--- src/hdl/chac_pkg.sv ---
// package: constants and types for the heater current alarm compare block
package chac_pkg;

    localparam int unsigned CLK_HZ         = 20_000_000;
    localparam int unsigned ON_MIN_MS      = 100;
    localparam int unsigned ON_MIN_CYCLES  = ON_MIN_MS * (CLK_HZ / 1000);
    localparam int unsigned FLASH_HALF_MS  = 250;
    localparam int unsigned FLASH_HALF_CYC = FLASH_HALF_MS * (CLK_HZ / 1000);

    localparam int unsigned CUR_W = 10;
    localparam int unsigned TH_W  = 9;

    localparam logic [TH_W-1:0]  TH_MIN     = 9'h000;
    localparam logic [TH_W-1:0]  TH_MAX     = 9'h1F4;
    localparam logic [TH_W-1:0]  BO_TH_RST  = 9'h000;
    localparam logic [TH_W-1:0]  OC_TH_RST  = 9'h1F4;
    localparam logic [CUR_W-1:0] MON_LIMIT  = 10'h226;
    localparam logic [15:0]      MON_SAT    = 16'hFFFF;

    localparam logic [7:0] ADDR_CTRL   = 8'h00;
    localparam logic [7:0] ADDR_BO_TH1 = 8'h04;
    localparam logic [7:0] ADDR_BO_TH2 = 8'h08;
    localparam logic [7:0] ADDR_OC_TH1 = 8'h0C;
    localparam logic [7:0] ADDR_OC_TH2 = 8'h10;
    localparam logic [7:0] ADDR_MON1   = 8'h14;
    localparam logic [7:0] ADDR_MON2   = 8'h18;
    localparam logic [7:0] ADDR_ALARM  = 8'h1C;
    localparam logic [7:0] ADDR_ISTAT  = 8'h20;
    localparam logic [7:0] ADDR_IMASK  = 8'h24;

    localparam int unsigned CTRL_BO_EN = 0;
    localparam int unsigned CTRL_OC_EN = 1;
    localparam logic [1:0]  CTRL_RST   = 2'h0;
    localparam logic [3:0]  IMASK_RST  = 4'h0;

    // alarm flags, also the layout of status and mask
    typedef struct packed {
        logic oc2;
        logic bo2;
        logic oc1;
        logic bo1;
    } chac_alarm_t;

    typedef struct packed {
        logic [TH_W-1:0] bo;
        logic [TH_W-1:0] oc;
    } chac_thr_t;

endpackage

--- src/hdl/chac_on_timer.sv ---
// heating output on-time measurement
`timescale 1ns/1ps
`default_nettype none
module chac_on_timer
    import chac_pkg::*;
#(
    parameter int unsigned MIN_CYC = ON_MIN_CYCLES
) (
    input  wire logic pclk,
    input  wire logic presetn,
    input  wire logic heat_on,
    output logic      long_enough
);
    logic [31:0] on_cnt;

    // counts cycles of the current on-pulse, saturating
    always_ff @(posedge pclk or negedge presetn) begin
        if (!presetn) begin
            on_cnt <= 32'h0;
        end else if (!heat_on) begin
            on_cnt <= 32'h0;
        end else if (on_cnt <= MIN_CYC) begin
            on_cnt <= on_cnt + 32'h1;
        end
    end

    // strictly longer than the minimum
    assign long_enough = heat_on && (on_cnt > MIN_CYC);
endmodule
`default_nettype wire

--- src/hdl/chac_chan_cmp.sv ---
// one channel of burnout and overcurrent threshold comparison
`timescale 1ns/1ps
`default_nettype none
module chac_chan_cmp
    import chac_pkg::*;
(
    input  wire logic             pclk,
    input  wire logic             presetn,
    input  wire logic [CUR_W-1:0] cur,
    input  wire chac_thr_t        thr,
    input  wire logic             bo_en,
    input  wire logic             oc_en,
    input  wire logic             eval,
    output logic                  bo_alarm,
    output logic                  oc_alarm
);
    logic [CUR_W-1:0] bo_w;
    logic [CUR_W-1:0] oc_w;

    assign bo_w = CUR_W'(thr.bo);
    assign oc_w = CUR_W'(thr.oc);

    always_ff @(posedge pclk or negedge presetn) begin
        if (!presetn) begin
            bo_alarm <= 1'b0;
        end else if (!bo_en) begin
            bo_alarm <= 1'b0;
        end else if (thr.bo == TH_MIN) begin
            bo_alarm <= 1'b0;
        end else if (thr.bo == TH_MAX) begin
            bo_alarm <= 1'b1;
        end else if (eval) begin
            bo_alarm <= (cur < bo_w);
        end
    end

    always_ff @(posedge pclk or negedge presetn) begin
        if (!presetn) begin
            oc_alarm <= 1'b0;
        end else if (!oc_en) begin
            oc_alarm <= 1'b0;
        end else if (thr.oc == TH_MAX) begin
            oc_alarm <= 1'b0;
        end else if (thr.oc == TH_MIN) begin
            oc_alarm <= 1'b1;
        end else if (eval) begin
            oc_alarm <= (cur > oc_w);
        end
    end
endmodule
`default_nettype wire

--- src/hdl/chac_top.sv ---
// heater current alarm compare: apb registers, two channels, indicators
`timescale 1ns/1ps
`default_nettype none
module chac_top
    import chac_pkg::*;
#(
    parameter bit          TWO_CT     = 1'b1,
    parameter int unsigned ON_MIN_CYC = ON_MIN_CYCLES,
    parameter int unsigned FLASH_CYC  = FLASH_HALF_CYC
) (
    input  wire logic             pclk,
    input  wire logic             presetn,
    input  wire logic             psel,
    input  wire logic             penable,
    input  wire logic             pwrite,
    input  wire logic [7:0]       paddr,
    input  wire logic [31:0]      pwdata,
    output logic                  pready,
    output logic                  pslverr,
    output logic [31:0]           prdata,
    input  wire logic             sample_valid,
    input  wire logic [CUR_W-1:0] cur1,
    input  wire logic [CUR_W-1:0] cur2,
    input  wire logic             heat_on,
    output logic                  heater_alarm_lamp,
    output logic                  mon1_flash,
    output logic                  mon2_flash,
    output logic                  alarm_out,
    output logic                  irq
);

    // range clamp for written thresholds
    function automatic logic [TH_W-1:0] clamp_th(input logic [31:0] v);
        if (v > 32'(TH_MAX)) begin
            return TH_MAX;
        end
        return v[TH_W-1:0];
    endfunction

    // monitor value with saturation code
    function automatic logic [15:0] mon_val(input logic [CUR_W-1:0] c);
        if (c > MON_LIMIT) begin
            return MON_SAT;
        end
        return 16'(c);
    endfunction

    // write strobe for one register address
    function automatic logic wr_to(input logic acc, input logic [7:0] a, input logic [7:0] r);
        return acc && (a == r);
    endfunction

    logic [1:0]       ctrl;
    chac_thr_t        thr1;
    chac_thr_t        thr2;
    logic [CUR_W-1:0] cur1_q;
    logic [CUR_W-1:0] cur2_q;
    logic [15:0]      mon1;
    logic [15:0]      mon2;
    chac_alarm_t      alarm;
    chac_alarm_t      alarm_d;
    chac_alarm_t      istat;
    chac_alarm_t      imask;
    chac_alarm_t      rise;
    chac_alarm_t      w1c;
    logic             long_enough;
    logic             eval;
    logic             ch2_bo_en;
    logic             ch2_oc_en;
    logic             setup;
    logic             wr_acc;
    logic             hit;
    logic [31:0]      next_prdata;
    logic [31:0]      blink_cnt;
    logic             blink_wrap;
    logic             blink;

    // bus phases
    assign pready = 1'b1;
    assign setup  = psel && !penable;
    assign wr_acc = psel && penable && pwrite;

    always_comb begin
        hit = 1'b1;
        unique case (paddr)
            ADDR_CTRL, ADDR_BO_TH1, ADDR_BO_TH2, ADDR_OC_TH1, ADDR_OC_TH2,
            ADDR_MON1, ADDR_MON2, ADDR_ALARM, ADDR_ISTAT, ADDR_IMASK: hit = 1'b1;
            default: hit = 1'b0;
        endcase
    end

    assign pslverr = psel && penable && !hit;

    // control bits
    always_ff @(posedge pclk or negedge presetn) begin
        if (!presetn) begin
            ctrl <= CTRL_RST;
        end else if (wr_acc && paddr == ADDR_CTRL) begin
            ctrl <= pwdata[1:0];
        end
    end

    // channel 1 burnout threshold
    always_ff @(posedge pclk or negedge presetn) begin
        if (!presetn) begin
            thr1.bo <= BO_TH_RST;
        end else if (wr_to(wr_acc, paddr, ADDR_BO_TH1)) begin
            thr1.bo <= clamp_th(pwdata);
        end
    end

    // channel 1 overcurrent threshold
    always_ff @(posedge pclk or negedge presetn) begin
        if (!presetn) begin
            thr1.oc <= OC_TH_RST;
        end else if (wr_to(wr_acc, paddr, ADDR_OC_TH1)) begin
            thr1.oc <= clamp_th(pwdata);
        end
    end

    // channel 2 burnout threshold
    always_ff @(posedge pclk or negedge presetn) begin
        if (!presetn) begin
            thr2.bo <= BO_TH_RST;
        end else if (wr_to(wr_acc, paddr, ADDR_BO_TH2)) begin
            thr2.bo <= clamp_th(pwdata);
        end
    end

    // channel 2 overcurrent threshold
    always_ff @(posedge pclk or negedge presetn) begin
        if (!presetn) begin
            thr2.oc <= OC_TH_RST;
        end else if (wr_to(wr_acc, paddr, ADDR_OC_TH2)) begin
            thr2.oc <= clamp_th(pwdata);
        end
    end

    // channel 1 sample capture
    always_ff @(posedge pclk or negedge presetn) begin
        if (!presetn) begin
            cur1_q <= '0;
        end else if (sample_valid) begin
            cur1_q <= cur1;
        end
    end

    // channel 2 sample capture
    always_ff @(posedge pclk or negedge presetn) begin
        if (!presetn) begin
            cur2_q <= '0;
        end else if (sample_valid) begin
            cur2_q <= TWO_CT ? cur2 : '0;
        end
    end

    // channel 1 monitor
    always_ff @(posedge pclk or negedge presetn) begin
        if (!presetn) begin
            mon1 <= 16'h0000;
        end else if (sample_valid) begin
            mon1 <= mon_val(cur1);
        end
    end

    // channel 2 monitor
    always_ff @(posedge pclk or negedge presetn) begin
        if (!presetn) begin
            mon2 <= 16'h0000;
        end else if (sample_valid) begin
            mon2 <= TWO_CT ? mon_val(cur2) : 16'h0000;
        end
    end

    chac_on_timer #(
        .MIN_CYC (ON_MIN_CYC)
    ) u_timer (
        .pclk        (pclk),
        .presetn     (presetn),
        .heat_on     (heat_on),
        .long_enough (long_enough)
    );

    // evaluate one cycle after a sample, only on long enough on-time
    logic eval_pend;

    always_ff @(posedge pclk or negedge presetn) begin
        if (!presetn) begin
            eval_pend <= 1'b0;
        end else begin
            eval_pend <= sample_valid && long_enough;
        end
    end

    assign eval      = eval_pend;
    assign ch2_bo_en = TWO_CT && ctrl[CTRL_BO_EN];
    assign ch2_oc_en = TWO_CT && ctrl[CTRL_OC_EN];

    chac_chan_cmp u_ch1 (
        .pclk     (pclk),
        .presetn  (presetn),
        .cur      (cur1_q),
        .thr      (thr1),
        .bo_en    (ctrl[CTRL_BO_EN]),
        .oc_en    (ctrl[CTRL_OC_EN]),
        .eval     (eval),
        .bo_alarm (alarm.bo1),
        .oc_alarm (alarm.oc1)
    );

    chac_chan_cmp u_ch2 (
        .pclk     (pclk),
        .presetn  (presetn),
        .cur      (cur2_q),
        .thr      (thr2),
        .bo_en    (ch2_bo_en),
        .oc_en    (ch2_oc_en),
        .eval     (eval),
        .bo_alarm (alarm.bo2),
        .oc_alarm (alarm.oc2)
    );

    // edges of alarm onsets
    always_ff @(posedge pclk or negedge presetn) begin
        if (!presetn) begin
            alarm_d <= '0;
        end else begin
            alarm_d <= alarm;
        end
    end

    assign rise = alarm & ~alarm_d;
    assign w1c  = (wr_acc && paddr == ADDR_ISTAT) ? chac_alarm_t'(pwdata[3:0]) : '0;

    // sticky status, set beats clear
    always_ff @(posedge pclk or negedge presetn) begin
        if (!presetn) begin
            istat <= '0;
        end else begin
            istat <= (istat & ~w1c) | rise;
        end
    end

    always_ff @(posedge pclk or negedge presetn) begin
        if (!presetn) begin
            imask <= IMASK_RST;
        end else if (wr_acc && paddr == ADDR_IMASK) begin
            imask <= chac_alarm_t'(pwdata[3:0]);
        end
    end

    assign irq = |(istat & imask);

    // blink period counter
    assign blink_wrap = (blink_cnt >= FLASH_CYC - 1);

    always_ff @(posedge pclk or negedge presetn) begin
        if (!presetn) begin
            blink_cnt <= 32'h0;
        end else if (blink_wrap) begin
            blink_cnt <= 32'h0;
        end else begin
            blink_cnt <= blink_cnt + 32'h1;
        end
    end

    // blink square wave for flashing monitors
    always_ff @(posedge pclk or negedge presetn) begin
        if (!presetn) begin
            blink <= 1'b0;
        end else if (blink_wrap) begin
            blink <= ~blink;
        end
    end

    // lamp follows any alarm
    always_ff @(posedge pclk or negedge presetn) begin
        if (!presetn) begin
            heater_alarm_lamp <= 1'b0;
        end else begin
            heater_alarm_lamp <= |alarm;
        end
    end

    // channel 1 monitor flash
    always_ff @(posedge pclk or negedge presetn) begin
        if (!presetn) begin
            mon1_flash <= 1'b0;
        end else begin
            mon1_flash <= (alarm.bo1 || alarm.oc1) && blink;
        end
    end

    // channel 2 monitor flash
    always_ff @(posedge pclk or negedge presetn) begin
        if (!presetn) begin
            mon2_flash <= 1'b0;
        end else begin
            mon2_flash <= (alarm.bo2 || alarm.oc2) && blink;
        end
    end

    // alarm output, any alarm
    always_ff @(posedge pclk or negedge presetn) begin
        if (!presetn) begin
            alarm_out <= 1'b0;
        end else begin
            alarm_out <= |alarm;
        end
    end

    // read mux
    always_comb begin
        next_prdata = 32'h0;
        unique case (paddr)
            ADDR_CTRL:   next_prdata = 32'(ctrl);
            ADDR_BO_TH1: next_prdata = 32'(thr1.bo);
            ADDR_BO_TH2: next_prdata = 32'(thr2.bo);
            ADDR_OC_TH1: next_prdata = 32'(thr1.oc);
            ADDR_OC_TH2: next_prdata = 32'(thr2.oc);
            ADDR_MON1:   next_prdata = 32'(mon1);
            ADDR_MON2:   next_prdata = 32'(mon2);
            ADDR_ALARM:  next_prdata = 32'(alarm);
            ADDR_ISTAT:  next_prdata = 32'(istat);
            ADDR_IMASK:  next_prdata = 32'(imask);
            default:     next_prdata = 32'h0;
        endcase
    end

    always_ff @(posedge pclk or negedge presetn) begin
        if (!presetn) begin
            prdata <= 32'h0;
        end else if (setup && !pwrite) begin
            prdata <= next_prdata;
        end
    end

endmodule
`default_nettype wire

--- config.mk ---
export PLATFORM = sky130hd
export DESIGN_NAME = chac_top
export DESIGN_NICKNAME = d
export VERILOG_FILES = /design/src/hdl/chac_pkg.sv /design/src/hdl/chac_on_timer.sv /design/src/hdl/chac_chan_cmp.sv /design/src/hdl/chac_top.sv
export SDC_FILE = /design/constraint.sdc
export NUM_CORES = 1
export LEC_CHECK = 0
export ABC_AREA = 1
export BUFFER_PORTS_ARGS = -buffer_cell sky130_fd_sc_hd__buf_2
export CAP_MARGIN = 5
export CORE_MARGIN = 2
export CORE_UTILIZATION = 30
export CTS_CLUSTER_DIAMETER = 200
export DETAILED_ROUTE_END_ITERATION = 8
export PLACE_DENSITY = 0.49
export SETUP_SLACK_MARGIN = 0.4
export SYNTH_ARGS = -nofsm -noshare
export SYNTH_HDL_FRONTEND = slang
export SYNTH_SLANG_ARGS = --single-unit
export TNS_END_PERCENT = 100
--- constraint.sdc ---
create_clock -name pclk -period 1.6 [get_ports pclk]
set_clock_uncertainty 0.1 [all_clocks]
set_input_delay 0.08 -clock pclk [delete_from_list [all_inputs] [get_ports pclk]]
set_output_delay 0.08 -clock pclk [all_outputs]
set_load 0.05 [all_outputs]
# After elaboration in Yosys (flattened, before gate mapping)
# Cells that the tools add are included.
# Widths: inputs -> output; s select.
classes:
  n_addsub: 2
  multipliers: 0
  div_mod_pow: 0
  order_cmp: 10
  n_eq_ne: 18
  n_shift: 0
  muxes: 40
  bitwise_logic: 7
  reduce_logical: 29
ops:
  columns: ["operator", "count"]
  rows:
  - ["$pmux 16 s10", 1]
  - ["$mux 32", 3]
  - ["$add 32x1->32 const B", 2]
  - ["$mux 16", 4]
  - ["$mux 9", 5]
  - ["$eq 9x9->1 const B", 4]
  - ["$logic_not 9->1", 4]
  - ["$eq 8x5->1 const B", 4]
  - ["$ge 32x23->1 const B", 1]
  - ["$gt 32x21->1 const B", 1]
  - ["$gt 32x9->1 const B", 1]
  - ["$le 32x21->1 const B", 1]
  - ["$mux 1", 26]
  - ["$gt 10x10->1 const B", 2]
  - ["$gt 10x9->1", 2]
  - ["$lt 10x9->1", 2]
  - ["$eq 8x4->1 const B", 2]
  - ["$eq 8x6->1 const B", 2]
  - ["$logic_and 1x1->1", 16]
  - ["$ne 4x1->1 const B", 4]
  - ["$and 4x4->4", 3]
  - ["$reduce_or 10->1", 1]
  - ["$eq 8x3->1 const B", 1]
  - ["$logic_not 8->1", 1]
  - ["other kinds (8)", 13]
totals:
  ff_bits: 207
  latchBits: 0
  mem_bits_rw: 0
  rom_bits: 0
  memories: 0

# Depth between registers and ports, before layout
depth:
  word_depth: 7
  mapped_depth: 11
  mapped_depth_nobuf: 11

# Hierarchy
# A second synthesis with hierarchy kept.
unflattened:
  cells_unflattened: 1384
  area_unflattened_um2: 10171.0
by_module_without_submodules:
  columns: ["mod", "instances", "cells_each", "area_each_um2", "seq_area_each_um2"]
  rows:
  - ["chac_top", 1, 855, 6801.5, 3518.4]
  - ["chac_on_timer", 1, 295, 1988.2, 800.8]
  - ["chac_chan_cmp", 2, 117, 690.7, 50.0]

# Worst setup path before layout
# Ideal clock, no wire load.
synth_timing:
  path_type: "register -> register"
  startpoint: "register thr2[7] (netlist bit)"
  endpoint: "register u_ch2.oc_alarm"
  arrival_time_ns: 1.354
  path_slack_ns: 0.023
  stages_incl_launch_ff: 9
  path_buffers: 0
  path_cell_list: "dfstp_2 inv_1 ha_1 a21oi_1 nor2_1 nor3_1 nand3_1 nand3_1 a21oi_1"
synth_via:
  elab_chain_cells: 5
synth_rtl:
  columns: ["element", "line_no", "rtl"]
  rows:
  - ["start, declared", "chac_top.sv:55", "chac_thr_t thr2;"]
  - ["$gt 10x9->1", "chac_chan_cmp.sv:47", "oc_alarm <= (cur > oc_w);"]
  - ["$mux 1", "chac_chan_cmp.sv:46", "end else if (eval) begin"]
  - ["$mux 1", "chac_chan_cmp.sv:44", "end else if (thr.oc == TH_MIN) begin"]
  - ["$mux 1", "chac_chan_cmp.sv:42", "end else if (thr.oc == TH_MAX) begin"]
  - ["$mux 1", "chac_chan_cmp.sv:40", "end else if (!oc_en) begin"]
  - ["end signal, assigned", "chac_chan_cmp.sv:47", null]
  - ["end, declared", "chac_chan_cmp.sv:15", "output logic oc_alarm"]
# Several ways; a longest one is shown, not always the timed one. The select of a mux whose other input is x is not followed.
# A chain may end at the register's enable or synchronous reset.

# Worst setup path after layout
layout_timing:
  startpoint: "register blink_cnt[0]"
  endpoint: "register blink_cnt[9]"
layout_via:
  elab_chain_cells: 2
layout_rtl:
  columns: ["element", "line_no", "rtl"]
  rows:
  - ["start, declared", "chac_top.sv:74", "logic [31:0] blink_cnt;"]
  - ["start signal, assigned", "chac_top.sv:263", "blink_cnt <= blink_cnt + 32'h1;"]
  - ["$add 32x1->32 / $ge 32x23->1 (equally long branches)", "chac_top.sv:263, chac_top.sv:255", null]
  - ["$mux 32 *", "chac_top.sv:260", "end else if (blink_wrap) begin"]
# Mark *: on every way between the ends. The rest lies on a longest branch, timed or not.

==> out/metrics.cfg <==
[status]
outcome = finished with violations
failed_checks = hold timing, setup timing

[cells_and_area]
post_layout_nonfiller_instances = 2049
antenna_cells = 0
post_route_cell_area_sq_um = 14600
drive_above_1_share = 0.345
fillerInstances = 3261
nNetsFinal = 1692
signed_area_change_from_the_synthesized_netlist_to_the_final_layout_pct = 43.2

[critical_path]
critical_path_required_ns = 1.82
critical_path.endpoint = blink_cnt[9]$_DFF_PN0_
worst_r2r_endpoint = blink_cnt[9]$_DFF_PN0_
worstReg2RegStart = blink_cnt[0]$_DFF_PN0_
rrSetupSlack_ns = -0.03
worstSetupEndpointType = flip-flop
timing.critical_path.arrival_ns = 1.85
critPathLaunch = blink_cnt[0]$_DFF_PN0_
critPathKind = flip-flop to flip-flop
crit_path_start_kind = flip-flop
critPathMaxFanout = 11
timing.reg2reg.worst_path_depth = 11

[power_and_ir_drop]
clock_power_share = 0.414
irDropWorstVdd_v = 0.000733
internal_power_w = 0.00749
pwr-share-comb = 0.128
power_frac_seq = 0.458
power.switching_w = 0.00284
cellPowerDensity_nw_per_um2 = 710
total_leakage_power_nw = 7.09
switching_share = 0.275

[clocking]
clkSlewWorstSetupHoldPaths_ns = 0.08
clock_tree_from_tritoncts = done
cts-root-buf = sky130_fd_sc_hd__clkbuf_16
clockBufferDepth = 2
numCtsBuffers = 17
clk-insertion-delay-late_ns = 0.44
clock-sinks = 176
htree_levels = 4

[floorplanning]
initial_utilization = 0.304
num_rows = 67
io_count = 106
floorplan.core_area_sq_um = 33400
width_of_the_chip_microns = 188
fp.dieArea_sq_um = 35400
y_dimension_of_the_die_microns = 188

[route]
drcViolationCount = 0
post_drt_wl_per_cell_microns = 15.6
dr.first_iter.drc_count = 489
route.detailed.vias_per_inst = 4.61
met1_length_mm = 14.4
maxUsedRoutingLayer = met4
drtPass1Iterations = 5
routed-via-count = 9436
drt-total-wl_mm = 31.9
final_antenna_net_count = 0
detailroute.wirelength.met3_mm = 1.24
met2_wirelength_mm = 15.8

[synthesis]
synth.yosys.seq_area_share = 0.435
synth_edf_count = 0
syn_avg_cell_area_sq_um = 7.82
synthesis.area_sq_um = 10200
ys_ff_latch = 176
synthesis.instances = 1300
synth_top_flop_cell = sky130_fd_sc_hd__dfrtp_1
synth_async_sr_flop_share = 1.00
ys_types = 45
synth.yosys.warnings = 0

[placed_design]
portBuffers = 88
dp.final_hpwl_mm = 22.9
final_estimated_routing_congestion_in_global_placement = 0.904
area_after_dpl_sq_um = 12100
numPlacedInstances = 1930

[grt]
overflow = 0
number_of_global_route_vias_before_repair = 9360
maximum_number_of_pins_on_one_net_before_global_route_repair = 55
grt_first_pass_wirelength_mm = 50.5
number_of_antenna_violations_at_the_first_check_in_global_routing = 0
grt_usage = 0.181

[timing]
hold-worst-slack_ns = -0.0263
max_freq_mhz = 615
grt_setup_unrepaired = yes
fin_ws_ns = -0.0272
hold_violations = 3
finalSetupViolCount = 25
final.min_clock_period_ns = 1.63
timing.final.max_slew_violations = 0
fin_crit_sh = 1.02

[hold_path]
worst_hold_path_type = input pin to flip-flop

[run]
max_cap_violations = 0

registers in the layout, indices dropped and copies added, names as in the netlist, 11 cells and up:
signal          cells
blink_cnt          32
prdata             11
mon2               11
thr1               18
u_timer.on_cnt     32
thr2               18
mon1               11
layer usage:
layer / GRT usage / up-vias
met5: 0 / -
met4: 0.0418 / 0
li1: - / 4706
met1: 0.238 / 4524
met3: 0.0348 / 28
met2: 0.308 / 178
worst max-delay path, stage by stage, from the launching register on:
cell,delay (ns)
sky130_fd_sc_hd__dfrtp_1,0.41
sky130_fd_sc_hd__ha_4,0.16
sky130_fd_sc_hd__nand3_4,0.08
sky130_fd_sc_hd__nor2_4,0.10
sky130_fd_sc_hd__nor2_1,0.05
sky130_fd_sc_hd__nand2_1,0.06
sky130_fd_sc_hd__nand2_1,0.05
sky130_fd_sc_hd__nand2_1,0.08
sky130_fd_sc_hd__nand3_2,0.09
sky130_fd_sc_hd__nand2_4,0.13
sky130_fd_sc_hd__clkbuf_16,0.17
sky130_fd_sc_hd__nor2_1,0.04
cell families after synthesis:
logic type	share of synthesized area
simple gates	0.349
buf+inv	0.0939
flops	0.435
compound gates	0.0513
fa+ha+maj	0.0456
xor+xnor	0.0241
other cells	0.000739
area by class of cell:
type	count	area, sq um	area share
clock inverters	13	153	0.0105
well taps	448	561	0.0385
flip-flops and latches	176	4430	0.305
repair buffers	299	2620	0.180
inverters	151	594	0.0408
multi-input cells	943	5760	0.396
clock buffers	19	433	0.0298
repair_timing:
action                                 in CTS  in global routing
endpoints found under the hold margin     237                  6
buffers inserted                           21                 27
pin swaps                                  76                 82
setup endpoints to repair                  81                143
resized for setup                         176                127
cloned                                      0                  4
hold buffers                               36                  2
how the worst min path moves through the flow:
stage	from	endpoint	slack, ns	cells past startpoint
detailed placement	presetn	u_timer.on_cnt[2]$_DFFE_PN0P_	-0.06	1
floorplan	presetn	alarm_d[0]$_DFF_PN0_	-0.32	0
global route	pwdata[3]	thr1[12]$_DFFE_PN0P_	0.003	4
CTS	pwdata[19]	thr1[9]$_DFFE_PN0P_	0.003	6
global placement	presetn	u_timer.on_cnt[2]$_DFFE_PN0P_	-0.06	1
finish	pwdata[3]	thr1[12]$_DFFE_PN0P_	-0.03	4
metrics by stage:
step	worst slack, ns	TNS (ns)	power (W)	utilization
finish	-0.0272	-0.346	0.0103	0.435
global route	-0.135	-5.40	0.0108	0.435
CTS	-0.0445	-1.02	0.0104	0.413
detailed placement	-0.0841	-1.36	0.00585	0.361
global placement	-0.128	-1.69	0.00583	0.361
floorplan	0.0556	0	0.00538	-
power groups by stage:
| stage | clock network (W) | logic, W | registers [W] |
|---|---|---|---|
| CTS | 0.00441 | 0.00123 | 0.00473 |
| global placement | 0 | 0.00102 | 0.00480 |
| floorplan | 0 | 0.000603 | 0.00478 |
| detailed placement | 0 | 0.00105 | 0.00481 |
| global route | 0.00460 | 0.00146 | 0.00475 |
| finish | 0.00428 | 0.00132 | 0.00474 |
cell usage after synthesis, types with 4 or more instances:
master	n	area, sq um
sky130_fd_sc_hd__nand2_1	405	1520
sky130_fd_sc_hd__dfrtp_1	164	4100
sky130_fd_sc_hd__inv_1	141	529
sky130_fd_sc_hd__nor2_1	131	492
sky130_fd_sc_hd__nand3_1	96	480
sky130_fd_sc_hd__nand4_1	40	250
sky130_fd_sc_hd__ha_1	37	463
sky130_fd_sc_hd__o21ai_0	32	160
sky130_fd_sc_hd__buf_4	31	233
sky130_fd_sc_hd__nand3_2	23	230
sky130_fd_sc_hd__o21ai_1	20	100
sky130_fd_sc_hd__xor2_1	20	175
sky130_fd_sc_hd__a21oi_1	18	90.1
sky130_fd_sc_hd__nor3_1	16	80.1
sky130_fd_sc_hd__clkbuf_1	12	45.0
sky130_fd_sc_hd__dfstp_2	12	315
sky130_fd_sc_hd__nor2_2	11	68.8
sky130_fd_sc_hd__inv_2	9	33.8
sky130_fd_sc_hd__xnor2_1	8	70.1
sky130_fd_sc_hd__nor2_4	7	78.8
sky130_fd_sc_hd__buf_2	6	30.0
sky130_fd_sc_hd__nor2_8	6	120
sky130_fd_sc_hd__nand2_4	5	56.3
sky130_fd_sc_hd__nor4_1	5	31.3
sky130_fd_sc_hd__o211ai_1	5	37.5
sky130_fd_sc_hd__nand3_4	4	70.1
sky130_fd_sc_hd__o22ai_1	4	25.0
cells in the final DEF (no fill, tap or decap), drive strengths merged, types with 19 or more instances in the layout:
cell type and count:
a21oi 19, xor2 20, conb 26, ha 37
dlygate4sd3 30, inv 157, buf 261, o21ai 52
nand2 413, nand4 40, nand3 123, nor2 156
dfrtp 164, clkbuf 22
No activity file was read; power rests on OpenSTA's default activity.
